$ cat config.mk
export PLATFORM = sky130hd
export DESIGN_NAME = usbep_engine
export DESIGN_NICKNAME = d
export VERILOG_FILES = /design/src/inc/usbep_pkg.sv /design/src/verilog/usbep_engine.sv /design/src/verilog/usbep_mode_decode.sv
export SDC_FILE = /design/constraint.sdc
export NUM_CORES = 1
export LEC_CHECK = 0
export ABC_AREA = 1
export BUFFER_PORTS_ARGS = -buffer_cell sky130_fd_sc_hd__buf_4
export CAP_MARGIN = 20
export CORE_ASPECT_RATIO = 0.5
export CORE_UTILIZATION = 55
export CTS_BUF_LIST = sky130_fd_sc_hd__clkbuf_4 sky130_fd_sc_hd__clkbuf_8 sky130_fd_sc_hd__clkbuf_16
export CTS_CLUSTER_DIAMETER = 100
export DETAILED_ROUTE_END_ITERATION = 16
export PLACE_DENSITY = 0.8
export SLEW_MARGIN = 20
export SYNTH_ARGS = -nofsm -noshare
export SYNTH_HDL_FRONTEND = slang
export SYNTH_SLANG_ARGS = --single-unit
$ cat constraint.sdc
create_clock -name ref_clk -period 2 [get_ports ref_clk]
set_clock_uncertainty 0.2 [all_clocks]
set_input_delay 0.2 -clock ref_clk [delete_from_list [all_inputs] [get_ports ref_clk]]
set_output_delay 0.2 -clock ref_clk [all_outputs]
set_load 0.05 [all_outputs]
$ cat src/inc/usbep_pkg.sv
// package: register map, mode codes and carriers of the usb endpoint engine
package usbep_pkg;

  // ==========================================================
  // register indices (byte address = index * 4)
  localparam logic [5:0] USBEP_IDX_MODE0 = 6'h10;
  localparam logic [5:0] USBEP_IDX_MODE1 = 6'h11;
  localparam logic [5:0] USBEP_IDX_MODE2 = 6'h12;
  localparam logic [5:0] USBEP_IDX_CNT0 = 6'h13;
  localparam logic [5:0] USBEP_IDX_CNT1 = 6'h14;
  localparam logic [5:0] USBEP_IDX_CNT2 = 6'h15;
  localparam logic [5:0] USBEP_IDX_STAT = 6'h16;
  localparam logic [5:0] USBEP_IDX_IRQEN = 6'h21;

  // ==========================================================
  // field positions
  localparam int USBEP_STALL_BIT = 7;
  localparam int USBEP_FLAG_SETUP = 6;
  localparam int USBEP_FLAG_IN = 5;
  localparam int USBEP_FLAG_OUT = 4;
  localparam int USBEP_STAT_LOCK = 0;
  localparam int USBEP_STAT_WAIT = 1;

  // ==========================================================
  // reset values
  localparam logic [7:0] USBEP_MODE_RST = 8'h00;
  localparam logic [3:0] USBEP_CNT_RST = 4'h0;
  localparam logic [2:0] USBEP_IRQEN_RST = 3'h0;

  // ==========================================================
  // endpoint sizes
  localparam logic [4:0] USBEP_EP_SIZE = 5'h08;
  localparam logic [4:0] USBEP_CRC_BYTES = 5'h02;

  // ==========================================================
  // endpoint mode codes
  localparam logic [3:0] USBEP_M_DISABLE = 4'h0;
  localparam logic [3:0] USBEP_M_NAK_INOUT = 4'h1;
  localparam logic [3:0] USBEP_M_STATUS_OUT = 4'h2;
  localparam logic [3:0] USBEP_M_STALL_INOUT = 4'h3;
  localparam logic [3:0] USBEP_M_IGN_INOUT = 4'h4;
  localparam logic [3:0] USBEP_M_RSV5 = 4'h5;
  localparam logic [3:0] USBEP_M_STATUS_IN = 4'h6;
  localparam logic [3:0] USBEP_M_RSV7 = 4'h7;
  localparam logic [3:0] USBEP_M_NAK_OUT = 4'h8;
  localparam logic [3:0] USBEP_M_ACK_OUT = 4'h9;
  localparam logic [3:0] USBEP_M_NAKOUT_STIN = 4'hA;
  localparam logic [3:0] USBEP_M_ACKOUT_NAKIN = 4'hB;
  localparam logic [3:0] USBEP_M_NAK_IN = 4'hC;
  localparam logic [3:0] USBEP_M_ACK_IN = 4'hD;
  localparam logic [3:0] USBEP_M_NAKIN_STOUT = 4'hE;
  localparam logic [3:0] USBEP_M_ACKIN_STOUT = 4'hF;

  // ==========================================================
  // enumerations
  typedef enum logic [1:0] {
    USBEP_PID_SETUP = 2'h0,
    USBEP_PID_IN = 2'h1,
    USBEP_PID_OUT = 2'h2
  } usbep_pid_t;

  typedef enum logic [2:0] {
    USBEP_ACT_IGNORE = 3'h0,
    USBEP_ACT_ACCEPT = 3'h1,
    USBEP_ACT_NAK = 3'h2,
    USBEP_ACT_STALL = 3'h3,
    USBEP_ACT_ACK = 3'h4,
    USBEP_ACT_TXCNT = 3'h5,
    USBEP_ACT_TX0 = 3'h6,
    USBEP_ACT_CHECK = 3'h7
  } usbep_act_t;

  typedef enum logic [2:0] {
    USBEP_RSP_ACK = 3'h0,
    USBEP_RSP_NAK = 3'h1,
    USBEP_RSP_STALL = 3'h2,
    USBEP_RSP_DATA = 3'h3,
    USBEP_RSP_ZLP = 3'h4
  } usbep_rsp_kind_t;

  typedef enum logic [1:0] {
    USBEP_ST_IDLE = 2'b01,
    USBEP_ST_WAIT_ACK = 2'b10
  } usbep_fsm_t;

  // ==========================================================
  // carriers
  typedef struct packed {
    logic psel;
    logic penable;
    logic pwrite;
    logic [7:0] paddr;
    logic [31:0] pwdata;
  } usbep_apb_req_t;

  typedef struct packed {
    logic pready;
    logic [31:0] prdata;
    logic pslverr;
  } usbep_apb_rsp_t;

  typedef struct packed {
    logic valid;
    usbep_pid_t pid;
    logic [1:0] ep;
    logic [4:0] rxLen;
    logic checksOk;
    logic toggle;
  } usbep_tok_t;

  typedef struct packed {
    logic valid;
    usbep_rsp_kind_t kind;
    logic [1:0] ep;
    logic [3:0] count;
  } usbep_rsp_t;

  typedef struct packed {
    logic [2:0][7:0] mode;
    logic [2:0][3:0] count;
    logic [2:0] irqEn;
    logic [2:0] irq;
    logic lock;
    usbep_fsm_t state;
    logic [1:0] ackEp;
    usbep_rsp_t rsp;
    logic [31:0] rdata;
    logic err;
  } usbep_state_t;

endpackage

$ cat src/verilog/usbep_engine.sv
// module: endpoint response engine of the usb protocol engine with APB regs
//
// Contract
// RULE1: mode 0000 gives no response at all to SETUP, IN or OUT.
// RULE2: control endpoint goes to 0001 after ACKing a SETUP.
// RULE3: 0001 accepts SETUP, NAKs IN/OUT; 1011 NAKs IN, ACKs OUT, then 0001.
// RULE4: 1001 ignores SETUP/IN; OUT gets ACK or STALL; ACK moves to 1000.
// RULE5: 1000 ignores SETUP and IN, NAKs every OUT.
// RULE6: 1101 sends count on IN or STALL; host ACK moves to 1100.
// RULE7: 1100 ignores SETUP and OUT, NAKs every IN.
// RULE8: 1111 accepts SETUP, sends count, checks OUT; IN ACK moves to 1110.
// RULE9: 1110 accepts SETUP, NAKs IN, checks status OUT.
// RULE10: control-only modes 0010, 0011, 0100, 0110, 1010 answer per table.
// RULE11: interrupt enable holds data endpoints in bits 2:1, control in bit 0.
// RULE12: an endpoint interrupt fires only while its enable bit is one.
// RULE13: data endpoints interrupt on received data; ACK-OUT modes on any data.
// RULE14: firmware checks data validity after an ACK-OUT interrupt.
// RULE15: NAK or STALL sent to IN or OUT raises the endpoint interrupt.
// RULE16: data endpoint interrupts when host ACKs its IN data.
// RULE17: control interrupts on SETUP, after status zero-length, and on data.
// RULE18: all mode fields reset to 0000 and stay until firmware writes.
// RULE19: status check ACKs only zero-byte OUT with toggle one.
// RULE20: after an ACK on control, mode and count lock until a CPU read.
// RULE21: data valid only if length fits size plus two CRC and checks pass.
//
// The implementer's own choice: the APB interface to the registers.
`timescale 1ns/1ps

module usbep_engine
  import usbep_pkg::*;
(
  // clock and reset
  input wire logic ref_clk,
  input wire logic sys_rst,
  // apb slave
  input usbep_apb_req_t apbReq,
  output usbep_apb_rsp_t apbRsp,
  // token side from the packet layer
  input usbep_tok_t tok,
  input wire logic hostAck,
  // handshake and data answer
  output usbep_rsp_t rsp,
  // endpoint interrupts, one-cycle pulses
  output logic [2:0] epIrq
);

  // ==========================================================
  // state
  usbep_state_t s;
  usbep_state_t n;
  usbep_act_t setupAct [3];
  usbep_act_t inAct [3];
  usbep_act_t outAct [3];
  logic [2:0] ev;
  logic [1:0] e;
  logic dataOk;
  logic [5:0] idx;
  logic hit;
  logic [31:0] rd;
  logic apbSetup;
  logic apbAccess;

  // ==========================================================
  // mode decoders, one per endpoint
  // the control endpoint has no stall bit in its mode register
  for (genvar i = 0; i < 3; i++)
  begin : g_dec
    usbep_mode_decode u_dec (
      .mode(s.mode[i][3:0]),
      .stall(i == 0 ? 1'b0 : s.mode[i][USBEP_STALL_BIT]),
      .setupAct(setupAct[i]),
      .inAct(inAct[i]),
      .outAct(outAct[i])
    );
  end

  // ==========================================================
  // apb decode
  assign apbSetup = apbReq.psel & ~apbReq.penable;
  assign apbAccess = apbReq.psel & apbReq.penable;
  assign idx = apbReq.paddr[7:2];

  // read mux, captured at the setup cycle so prdata is a flop
  always_comb
  begin
    hit = (apbReq.paddr[1:0] == 2'h0);
    rd = 32'h0000_0000;
    unique case (idx)
      USBEP_IDX_MODE0: rd[7:0] = s.mode[0];
      USBEP_IDX_MODE1: rd[7:0] = s.mode[1];
      USBEP_IDX_MODE2: rd[7:0] = s.mode[2];
      USBEP_IDX_CNT0: rd[3:0] = s.count[0];
      USBEP_IDX_CNT1: rd[3:0] = s.count[1];
      USBEP_IDX_CNT2: rd[3:0] = s.count[2];
      USBEP_IDX_STAT:
      begin
        rd[USBEP_STAT_LOCK] = s.lock;
        rd[USBEP_STAT_WAIT] = (s.state == USBEP_ST_WAIT_ACK);
      end
      USBEP_IDX_IRQEN: rd[2:0] = s.irqEn; // see RULE11
      default: hit = 1'b0;
    endcase
  end

  // ==========================================================
  // next state: bus first, then the engine, so hardware sets win
  always_comb
  begin
    n = s;
    ev = 3'h0;
    e = tok.ep;
    dataOk = 1'b0;
    n.rsp.valid = 1'b0;

    // apb setup: capture read data and error
    if (apbSetup)
    begin
      n.rdata = rd;
      n.err = ~hit;
    end

    // apb access: writes and unlocking reads
    if (apbAccess && !s.err)
    begin
      if (apbReq.pwrite)
      begin
        unique case (idx)
          USBEP_IDX_MODE0:
          begin
            // flags clear on write; locked writes are dropped
            if (!s.lock)
            begin
              n.mode[0] = {4'h0, apbReq.pwdata[3:0]}; // see RULE20
            end
          end
          USBEP_IDX_MODE1:
          begin
            n.mode[1] = {apbReq.pwdata[7], 3'h0, apbReq.pwdata[3:0]};
          end
          USBEP_IDX_MODE2:
          begin
            n.mode[2] = {apbReq.pwdata[7], 3'h0, apbReq.pwdata[3:0]};
          end
          USBEP_IDX_CNT0:
          begin
            if (!s.lock)
            begin
              n.count[0] = apbReq.pwdata[3:0]; // see RULE20
            end
          end
          USBEP_IDX_CNT1: n.count[1] = apbReq.pwdata[3:0];
          USBEP_IDX_CNT2: n.count[2] = apbReq.pwdata[3:0];
          USBEP_IDX_IRQEN: n.irqEn = apbReq.pwdata[2:0]; // see RULE11
          default: n.err = s.err;
        endcase
      end
      else if (idx == USBEP_IDX_MODE0 || idx == USBEP_IDX_CNT0)
      begin
        // reading either control register releases the interlock
        n.lock = 1'b0; // see RULE20
      end
    end

    // token handling; endpoint index 3 does not exist and is ignored
    if (tok.valid && tok.ep != 2'h3)
    begin
      // a new token abandons any IN that the host never ACKed
      n.state = USBEP_ST_IDLE;
      n.rsp.ep = e;
      n.rsp.count = 4'h0;
      dataOk = tok.checksOk &&
        (tok.rxLen <= USBEP_EP_SIZE + USBEP_CRC_BYTES); // see RULE21
      unique case (tok.pid)
        USBEP_PID_SETUP:
        begin
          if (setupAct[e] == USBEP_ACT_ACCEPT)
          begin
            // setup traffic interrupts even when the data was bad
            ev[e] = 1'b1; // see RULE17
            if (e == 2'h0)
            begin
              n.mode[0][USBEP_FLAG_SETUP] = 1'b1;
            end
            if (dataOk)
            begin
              n.rsp.valid = 1'b1;
              n.rsp.kind = USBEP_RSP_ACK;
              n.mode[e][3:0] = USBEP_M_NAK_INOUT; // see RULE2
              if (e == 2'h0)
              begin
                n.lock = 1'b1; // see RULE20
              end
            end
          end
        end
        USBEP_PID_OUT:
        begin
          unique case (outAct[e])
            USBEP_ACT_NAK, USBEP_ACT_STALL:
            begin
              ev[e] = 1'b1; // see RULE15
              n.rsp.valid = 1'b1;
              n.rsp.kind = (outAct[e] == USBEP_ACT_NAK) ?
                USBEP_RSP_NAK : USBEP_RSP_STALL; // see RULE5
            end
            USBEP_ACT_ACK:
            begin
              // ACK-OUT modes interrupt on any packet, bad CRC too
              ev[e] = 1'b1; // see RULE13
              if (dataOk)
              begin
                n.rsp.valid = 1'b1;
                n.rsp.kind = USBEP_RSP_ACK;
                if (s.mode[e][3:0] == USBEP_M_ACKOUT_NAKIN)
                begin
                  n.mode[e][3:0] = USBEP_M_NAK_INOUT; // see RULE3
                end
                else
                begin
                  n.mode[e][3:0] = USBEP_M_NAK_OUT; // see RULE4
                end
                if (e == 2'h0)
                begin
                  n.lock = 1'b1; // see RULE20
                end
              end
            end
            USBEP_ACT_CHECK:
            begin
              // corrupt packets get no handshake at all
              if (dataOk)
              begin
                ev[e] = 1'b1; // see RULE17
                n.rsp.valid = 1'b1;
                if (tok.rxLen == USBEP_CRC_BYTES && tok.toggle)
                begin
                  n.rsp.kind = USBEP_RSP_ACK; // see RULE19
                  if (e == 2'h0)
                  begin
                    n.lock = 1'b1; // see RULE20
                  end
                end
                else
                begin
                  n.rsp.kind = USBEP_RSP_STALL; // see RULE19
                end
              end
            end
            default: n.rsp.valid = 1'b0; // see RULE1
          endcase
          if (e == 2'h0 && outAct[0] != USBEP_ACT_IGNORE)
          begin
            n.mode[0][USBEP_FLAG_OUT] = 1'b1;
          end
        end
        USBEP_PID_IN:
        begin
          unique case (inAct[e])
            USBEP_ACT_NAK, USBEP_ACT_STALL:
            begin
              ev[e] = 1'b1; // see RULE15
              n.rsp.valid = 1'b1;
              n.rsp.kind = (inAct[e] == USBEP_ACT_NAK) ?
                USBEP_RSP_NAK : USBEP_RSP_STALL; // see RULE7
            end
            USBEP_ACT_TXCNT, USBEP_ACT_TX0:
            begin
              // wait for the host ACK before counting it done
              n.rsp.valid = 1'b1;
              n.rsp.kind = (inAct[e] == USBEP_ACT_TXCNT) ?
                USBEP_RSP_DATA : USBEP_RSP_ZLP;
              n.rsp.count = (inAct[e] == USBEP_ACT_TXCNT) ?
                s.count[e] : 4'h0; // see RULE6
              n.state = USBEP_ST_WAIT_ACK;
              n.ackEp = e;
            end
            default: n.rsp.valid = 1'b0; // see RULE1
          endcase
          if (e == 2'h0 && inAct[0] != USBEP_ACT_IGNORE)
          begin
            n.mode[0][USBEP_FLAG_IN] = 1'b1;
          end
        end
        default: n.rsp.valid = 1'b0;
      endcase
    end
    else
    begin
      unique case (s.state)
        USBEP_ST_IDLE: n.state = USBEP_ST_IDLE;
        USBEP_ST_WAIT_ACK:
        begin
          if (hostAck)
          begin
            // host took the IN data or the status zero-length packet
            n.state = USBEP_ST_IDLE;
            ev[s.ackEp] = 1'b1; // see RULE16
            if (s.mode[s.ackEp][3:0] == USBEP_M_ACK_IN)
            begin
              n.mode[s.ackEp][3:0] = USBEP_M_NAK_IN; // see RULE6
            end
            if (s.mode[s.ackEp][3:0] == USBEP_M_ACKIN_STOUT)
            begin
              n.mode[s.ackEp][3:0] = USBEP_M_NAKIN_STOUT; // see RULE8
            end
            if (s.ackEp == 2'h0)
            begin
              n.lock = 1'b1; // see RULE20
            end
          end
        end
        default: n.state = USBEP_ST_IDLE;
      endcase
    end

    // interrupts are gated by their enables
    n.irq = ev & s.irqEn; // see RULE12
  end

  // ==========================================================
  // state register
  always_ff @(posedge ref_clk)
  begin
    if (sys_rst)
    begin
      s <= '0;
      s.mode <= {3{USBEP_MODE_RST}}; // see RULE18
      s.count <= {3{USBEP_CNT_RST}};
      s.irqEn <= USBEP_IRQEN_RST;
      s.state <= USBEP_ST_IDLE;
    end
    else
    begin
      s <= n;
    end
  end

  // ==========================================================
  // outputs; the slave answers in the first access cycle
  assign apbRsp.pready = apbAccess;
  assign apbRsp.prdata = s.rdata;
  assign apbRsp.pslverr = apbAccess & s.err;
  assign rsp = s.rsp;
  assign epIrq = s.irq;

endmodule

$ cat src/verilog/usbep_mode_decode.sv
// module: decodes an endpoint mode into its SETUP, IN and OUT actions
`timescale 1ns/1ps

module usbep_mode_decode
  import usbep_pkg::*;
(
  // mode of one endpoint
  input wire logic [3:0] mode,
  input wire logic stall,
  // actions per token
  output usbep_act_t setupAct,
  output usbep_act_t inAct,
  output usbep_act_t outAct
);

  // ==========================================================
  // mode table
  // every one of the 16 codes has a case item, so no default is needed
  always_comb
  begin
    setupAct = USBEP_ACT_IGNORE;
    inAct = USBEP_ACT_IGNORE;
    outAct = USBEP_ACT_IGNORE;
    unique case (mode)
      USBEP_M_DISABLE:
      begin
        setupAct = USBEP_ACT_IGNORE; // see RULE1
      end
      USBEP_M_NAK_INOUT:
      begin
        setupAct = USBEP_ACT_ACCEPT; // see RULE3
        inAct = USBEP_ACT_NAK;
        outAct = USBEP_ACT_NAK;
      end
      USBEP_M_STATUS_OUT:
      begin
        setupAct = USBEP_ACT_ACCEPT; // see RULE10
        inAct = USBEP_ACT_STALL;
        outAct = USBEP_ACT_CHECK;
      end
      USBEP_M_STALL_INOUT:
      begin
        setupAct = USBEP_ACT_ACCEPT; // see RULE10
        inAct = USBEP_ACT_STALL;
        outAct = USBEP_ACT_STALL;
      end
      USBEP_M_IGN_INOUT:
      begin
        setupAct = USBEP_ACT_ACCEPT; // see RULE10
      end
      USBEP_M_RSV5:
      begin
        // reserved: treated as fully ignoring
        setupAct = USBEP_ACT_IGNORE;
      end
      USBEP_M_STATUS_IN:
      begin
        setupAct = USBEP_ACT_ACCEPT; // see RULE10
        inAct = USBEP_ACT_TX0;
        outAct = USBEP_ACT_STALL;
      end
      USBEP_M_RSV7:
      begin
        inAct = USBEP_ACT_TXCNT;
      end
      USBEP_M_NAK_OUT:
      begin
        outAct = USBEP_ACT_NAK; // see RULE5
      end
      USBEP_M_ACK_OUT:
      begin
        // see RULE4
        outAct = stall ? USBEP_ACT_STALL : USBEP_ACT_ACK;
      end
      USBEP_M_NAKOUT_STIN:
      begin
        setupAct = USBEP_ACT_ACCEPT; // see RULE10
        inAct = USBEP_ACT_TX0;
        outAct = USBEP_ACT_NAK;
      end
      USBEP_M_ACKOUT_NAKIN:
      begin
        setupAct = USBEP_ACT_ACCEPT; // see RULE3
        inAct = USBEP_ACT_NAK;
        outAct = USBEP_ACT_ACK;
      end
      USBEP_M_NAK_IN:
      begin
        inAct = USBEP_ACT_NAK; // see RULE7
      end
      USBEP_M_ACK_IN:
      begin
        // see RULE6
        inAct = stall ? USBEP_ACT_STALL : USBEP_ACT_TXCNT;
      end
      USBEP_M_NAKIN_STOUT:
      begin
        setupAct = USBEP_ACT_ACCEPT; // see RULE9
        inAct = USBEP_ACT_NAK;
        outAct = USBEP_ACT_CHECK;
      end
      USBEP_M_ACKIN_STOUT:
      begin
        setupAct = USBEP_ACT_ACCEPT; // see RULE8
        inAct = USBEP_ACT_TXCNT;
        outAct = USBEP_ACT_CHECK;
      end
    endcase
  end

endmodule

==> flow_summary_export.csv <==
group,metric,value,unit
run_status,status,"complete, but fails checks",
run_status,violations,"negative setup slack",
sta,drv_slew,0,
synth,synth_ff_type,"dfxtp_1",
placed_design,detailed_place.area,0.00581,mm^2
synth,yosysUniqueCellTypes,45,
global_route,antenna_found_initial,0,
setup_path,critPathArrivalTime,2160,ps
sta,period_minus_slack,2080,ps
global_route,grt_start_max_net_pins,35,
synth,yosys.area.top_type_share,26.6,%
clock_tree,htreeDepth,3,
detailed_routing,detail_route.iter0.violations,642,
floorplanning,die_width,136,um
setup_path,crit_required,2080,ps
detailed_routing,wire_per_inst,17.0,um
setup_path,r2r-start,"s[66]",
synth,ys_ff_latch,66,
floorplanning,ioPinCount,105,
finish,design_area,0.00681,mm^2
finish,areaGrowthSynthToFinish,37.0,%
detailed_routing,vias,6118,
sta,hold_ws,86.7,ps
clock_tree,clock_latency,350,ps
detailed_routing,first_pass_iters,5,
finish,fin_cells,1065,
synth,synth_cells,812,
global_route,grt_pass1_vias,5401,
setup_path,reg2reg_depth,12,
global_route,grt_pass1_wl,27000,um
finish,num-fill-cells,615,
hold_path,hold_depth,3,
floorplanning,die_h,69.2,um
placed_design,dp_hpwl,12200,um
floorplanning,die_area,0.00944,mm^2
clock_tree,clock-root-buffer,"clkbuf_16",
finish,drive_above_1_share,34.8,%
setup_path,reg2reg_slack,-80,ps
job,cap_viol_max_count,0,
sta,timing.final.crit_share,104,%
sta,fin_setup_tns,-270,ps
global_route,grt_overflow,0,
synth,synth_seq_area_share,26.6,%
finish,final_nets,1005,
clock_tree,cts_buffers,9,
synth,syn_area,0.00497,mm^2
detailed_routing,via_per_inst,5.74,
hold_path,hp-start,"tok[7]",
sta,hold_viol,0,
synth,synth_top_area_cell,"dfxtp_1",
sta,rsz0062_at_grt,"true",
placed_design,gp_congestion,0.990,
clock_tree,cts_tree,"yes",
hold_path,hp-class,"primary input to flop",
synth,yosys_warnings,0,
clock_tree,clkSinkCount,66,
finish,antenna_cells,0,
sta,finalSetupViolCount,11,
clock_tree,cts_buffer_depth,2,
global_route,track_usage,37.1,%
floorplanning,initial_core_util,56.9,%
clock_tree,clkTransAtPathRegs,60,ps
synth,postSynthAreaPerCell,6.12,um^2
floorplanning,num_rows,24,
hold_path,min_to,"s[43]",
power,peakVddDrop,0.596,mV
setup_path,path_max_fanout,8,
synth,netlist_top_cells_area,"dfxtp_1, nand2_1, inv_1",
sta,fin_ws,-76.0,ps
placed_design,place_inst,1026,
setup_path,critPathCaptureType,"flop",
sta,clock.fmax,482,MHz
detailed_routing,wl,18100,um
detailed_routing,ant_nets,0,
power,leakagePower,3.17,nW
setup_path,worstReg2RegEnd,"rsp[6]",
detailed_routing,drcViolationCount,0,
floorplanning,core,0.00874,mm^2
placed_design,port_buffers,53,
synth,synth_edf_count,0,
synth,synth_async_sr_flop_share,0,%
setup_path,critPathKind,"flop to flop",
power,p_per_area,576,mW/mm^2
setup_path,crit_path_start_kind,"flop",
## routing by layer
metal	GRT usage (%)	wire, um	vias up
met5	3.33	0	-
met2	55.1	7730	429
met4	14.8	674	0
met3	10.6	2450	83
met1	50.0	7280	2759
li1	-	-	2847
## cell type report
class | count | area [um^2] | area share [%]
multi-input combinational | 584 | 3260 | 47.9
sequential | 66 | 1360 | 19.9
timing repair buffer | 163 | 1270 | 18.7
inverter | 119 | 472 | 6.93
clock buffer | 9 | 225 | 3.31
tap | 117 | 146 | 2.15
clock inverter | 7 | 78.8 | 1.16
## cells in the mapped netlist, types with 9 or more instances
cell type  number
nand2_1       192
inv_1         102
nor2_1         84
a21oi_1        70
dfxtp_1        66
o21ai_0        63
nand3_1        49
buf_4          48
inv_2          15
a22oi_1        12
nand4_1        10
buf_2           9
o21ai_1         9
## critical path, cell delays in order, from the launching register on
cell	delay [ps]
dfxtp_2	430
inv_1	110
a21oi_2	190
a21oi_1	120
nand2_1	90
o21ai_1	90
inv_1	130
nand2_1	100
nand3_2	90
nand3_4	120
nor2_2	140
nand2_1	70
a21oi_1	130
## worst max path at each step
stage	from	end
CTS	s[77]	s[66]
floorplan	s[76]	s[66]
finish	s[66]	rsp[6]
detailed placement	s[83]	s[67]
global placement	s[83]	rsp[6]
global route	s[77]	rsp[7]
## cells by family (layout without fill, tap and decap cells)
group,count (synthesis),count (layout),share of synthesized area (%)
other,1,24,0.0755
AOI/OAI and AO/OA,182,182,20.5
and+or+nand+nor,374,374,33.8
buffers and inverters,185,298,18.0
adders and majority gates,4,4,1.01
DFF,66,66,26.6
## state kept, by name, indices dropped and copies added, names as in the netlist
name	count
epIrq	3
s	45
rsp	10
apbRsp	8
## cell usage in the layout (no fill, tap or decap), types with 14 or more instances in the layout
| cell | instances |
|---|---|
| buf_4 | 147 |
| nand3_1 | 30 |
| nor2_2 | 18 |
| nor2_1 | 66 |
| inv_1 | 95 |
| inv_2 | 16 |
| nand2_1 | 152 |
| a21oi_2 | 17 |
| nand2_2 | 35 |
| o21ai_1 | 14 |
| o21ai_0 | 54 |
| a21oi_1 | 54 |
| conb_1 | 24 |
| dfxtp_1 | 55 |
| nand3_2 | 19 |
## power breakdown
group / switching [mW] / total (mW) / leakage, nW / internal, mW
logic: 0.595 / 0.907 / 2.49 / 0.312
registers: 0.0361 / 1.37 / 0.541 / 1.33
clock network: 0.674 / 1.65 / 0.144 / 0.975
total: 1.31 / 3.92 / 3.17 / 2.62
## metrics by stage
step           util, %  total power, mW  setup slack [ps]
6_report          77.9             3.92             -76.0
4_1_cts           72.9             3.79             -8.41
3_5_place_dp      66.4             2.13              -134
3_3_place_gp      66.4             2.12             -62.3
5_1_grt           77.9             4.03              -158
2_1_floorplan        -             1.90               152
## timing repair
action,in CTS,in global routing
hold buffers,9,1
buffers inserted,9,6
gates resized for setup,43,124
hold endpoints to repair,12,1
pin swaps,11,41
setup endpoints to repair,24,26
Note: power is estimated with default switching activity, not from simulation.
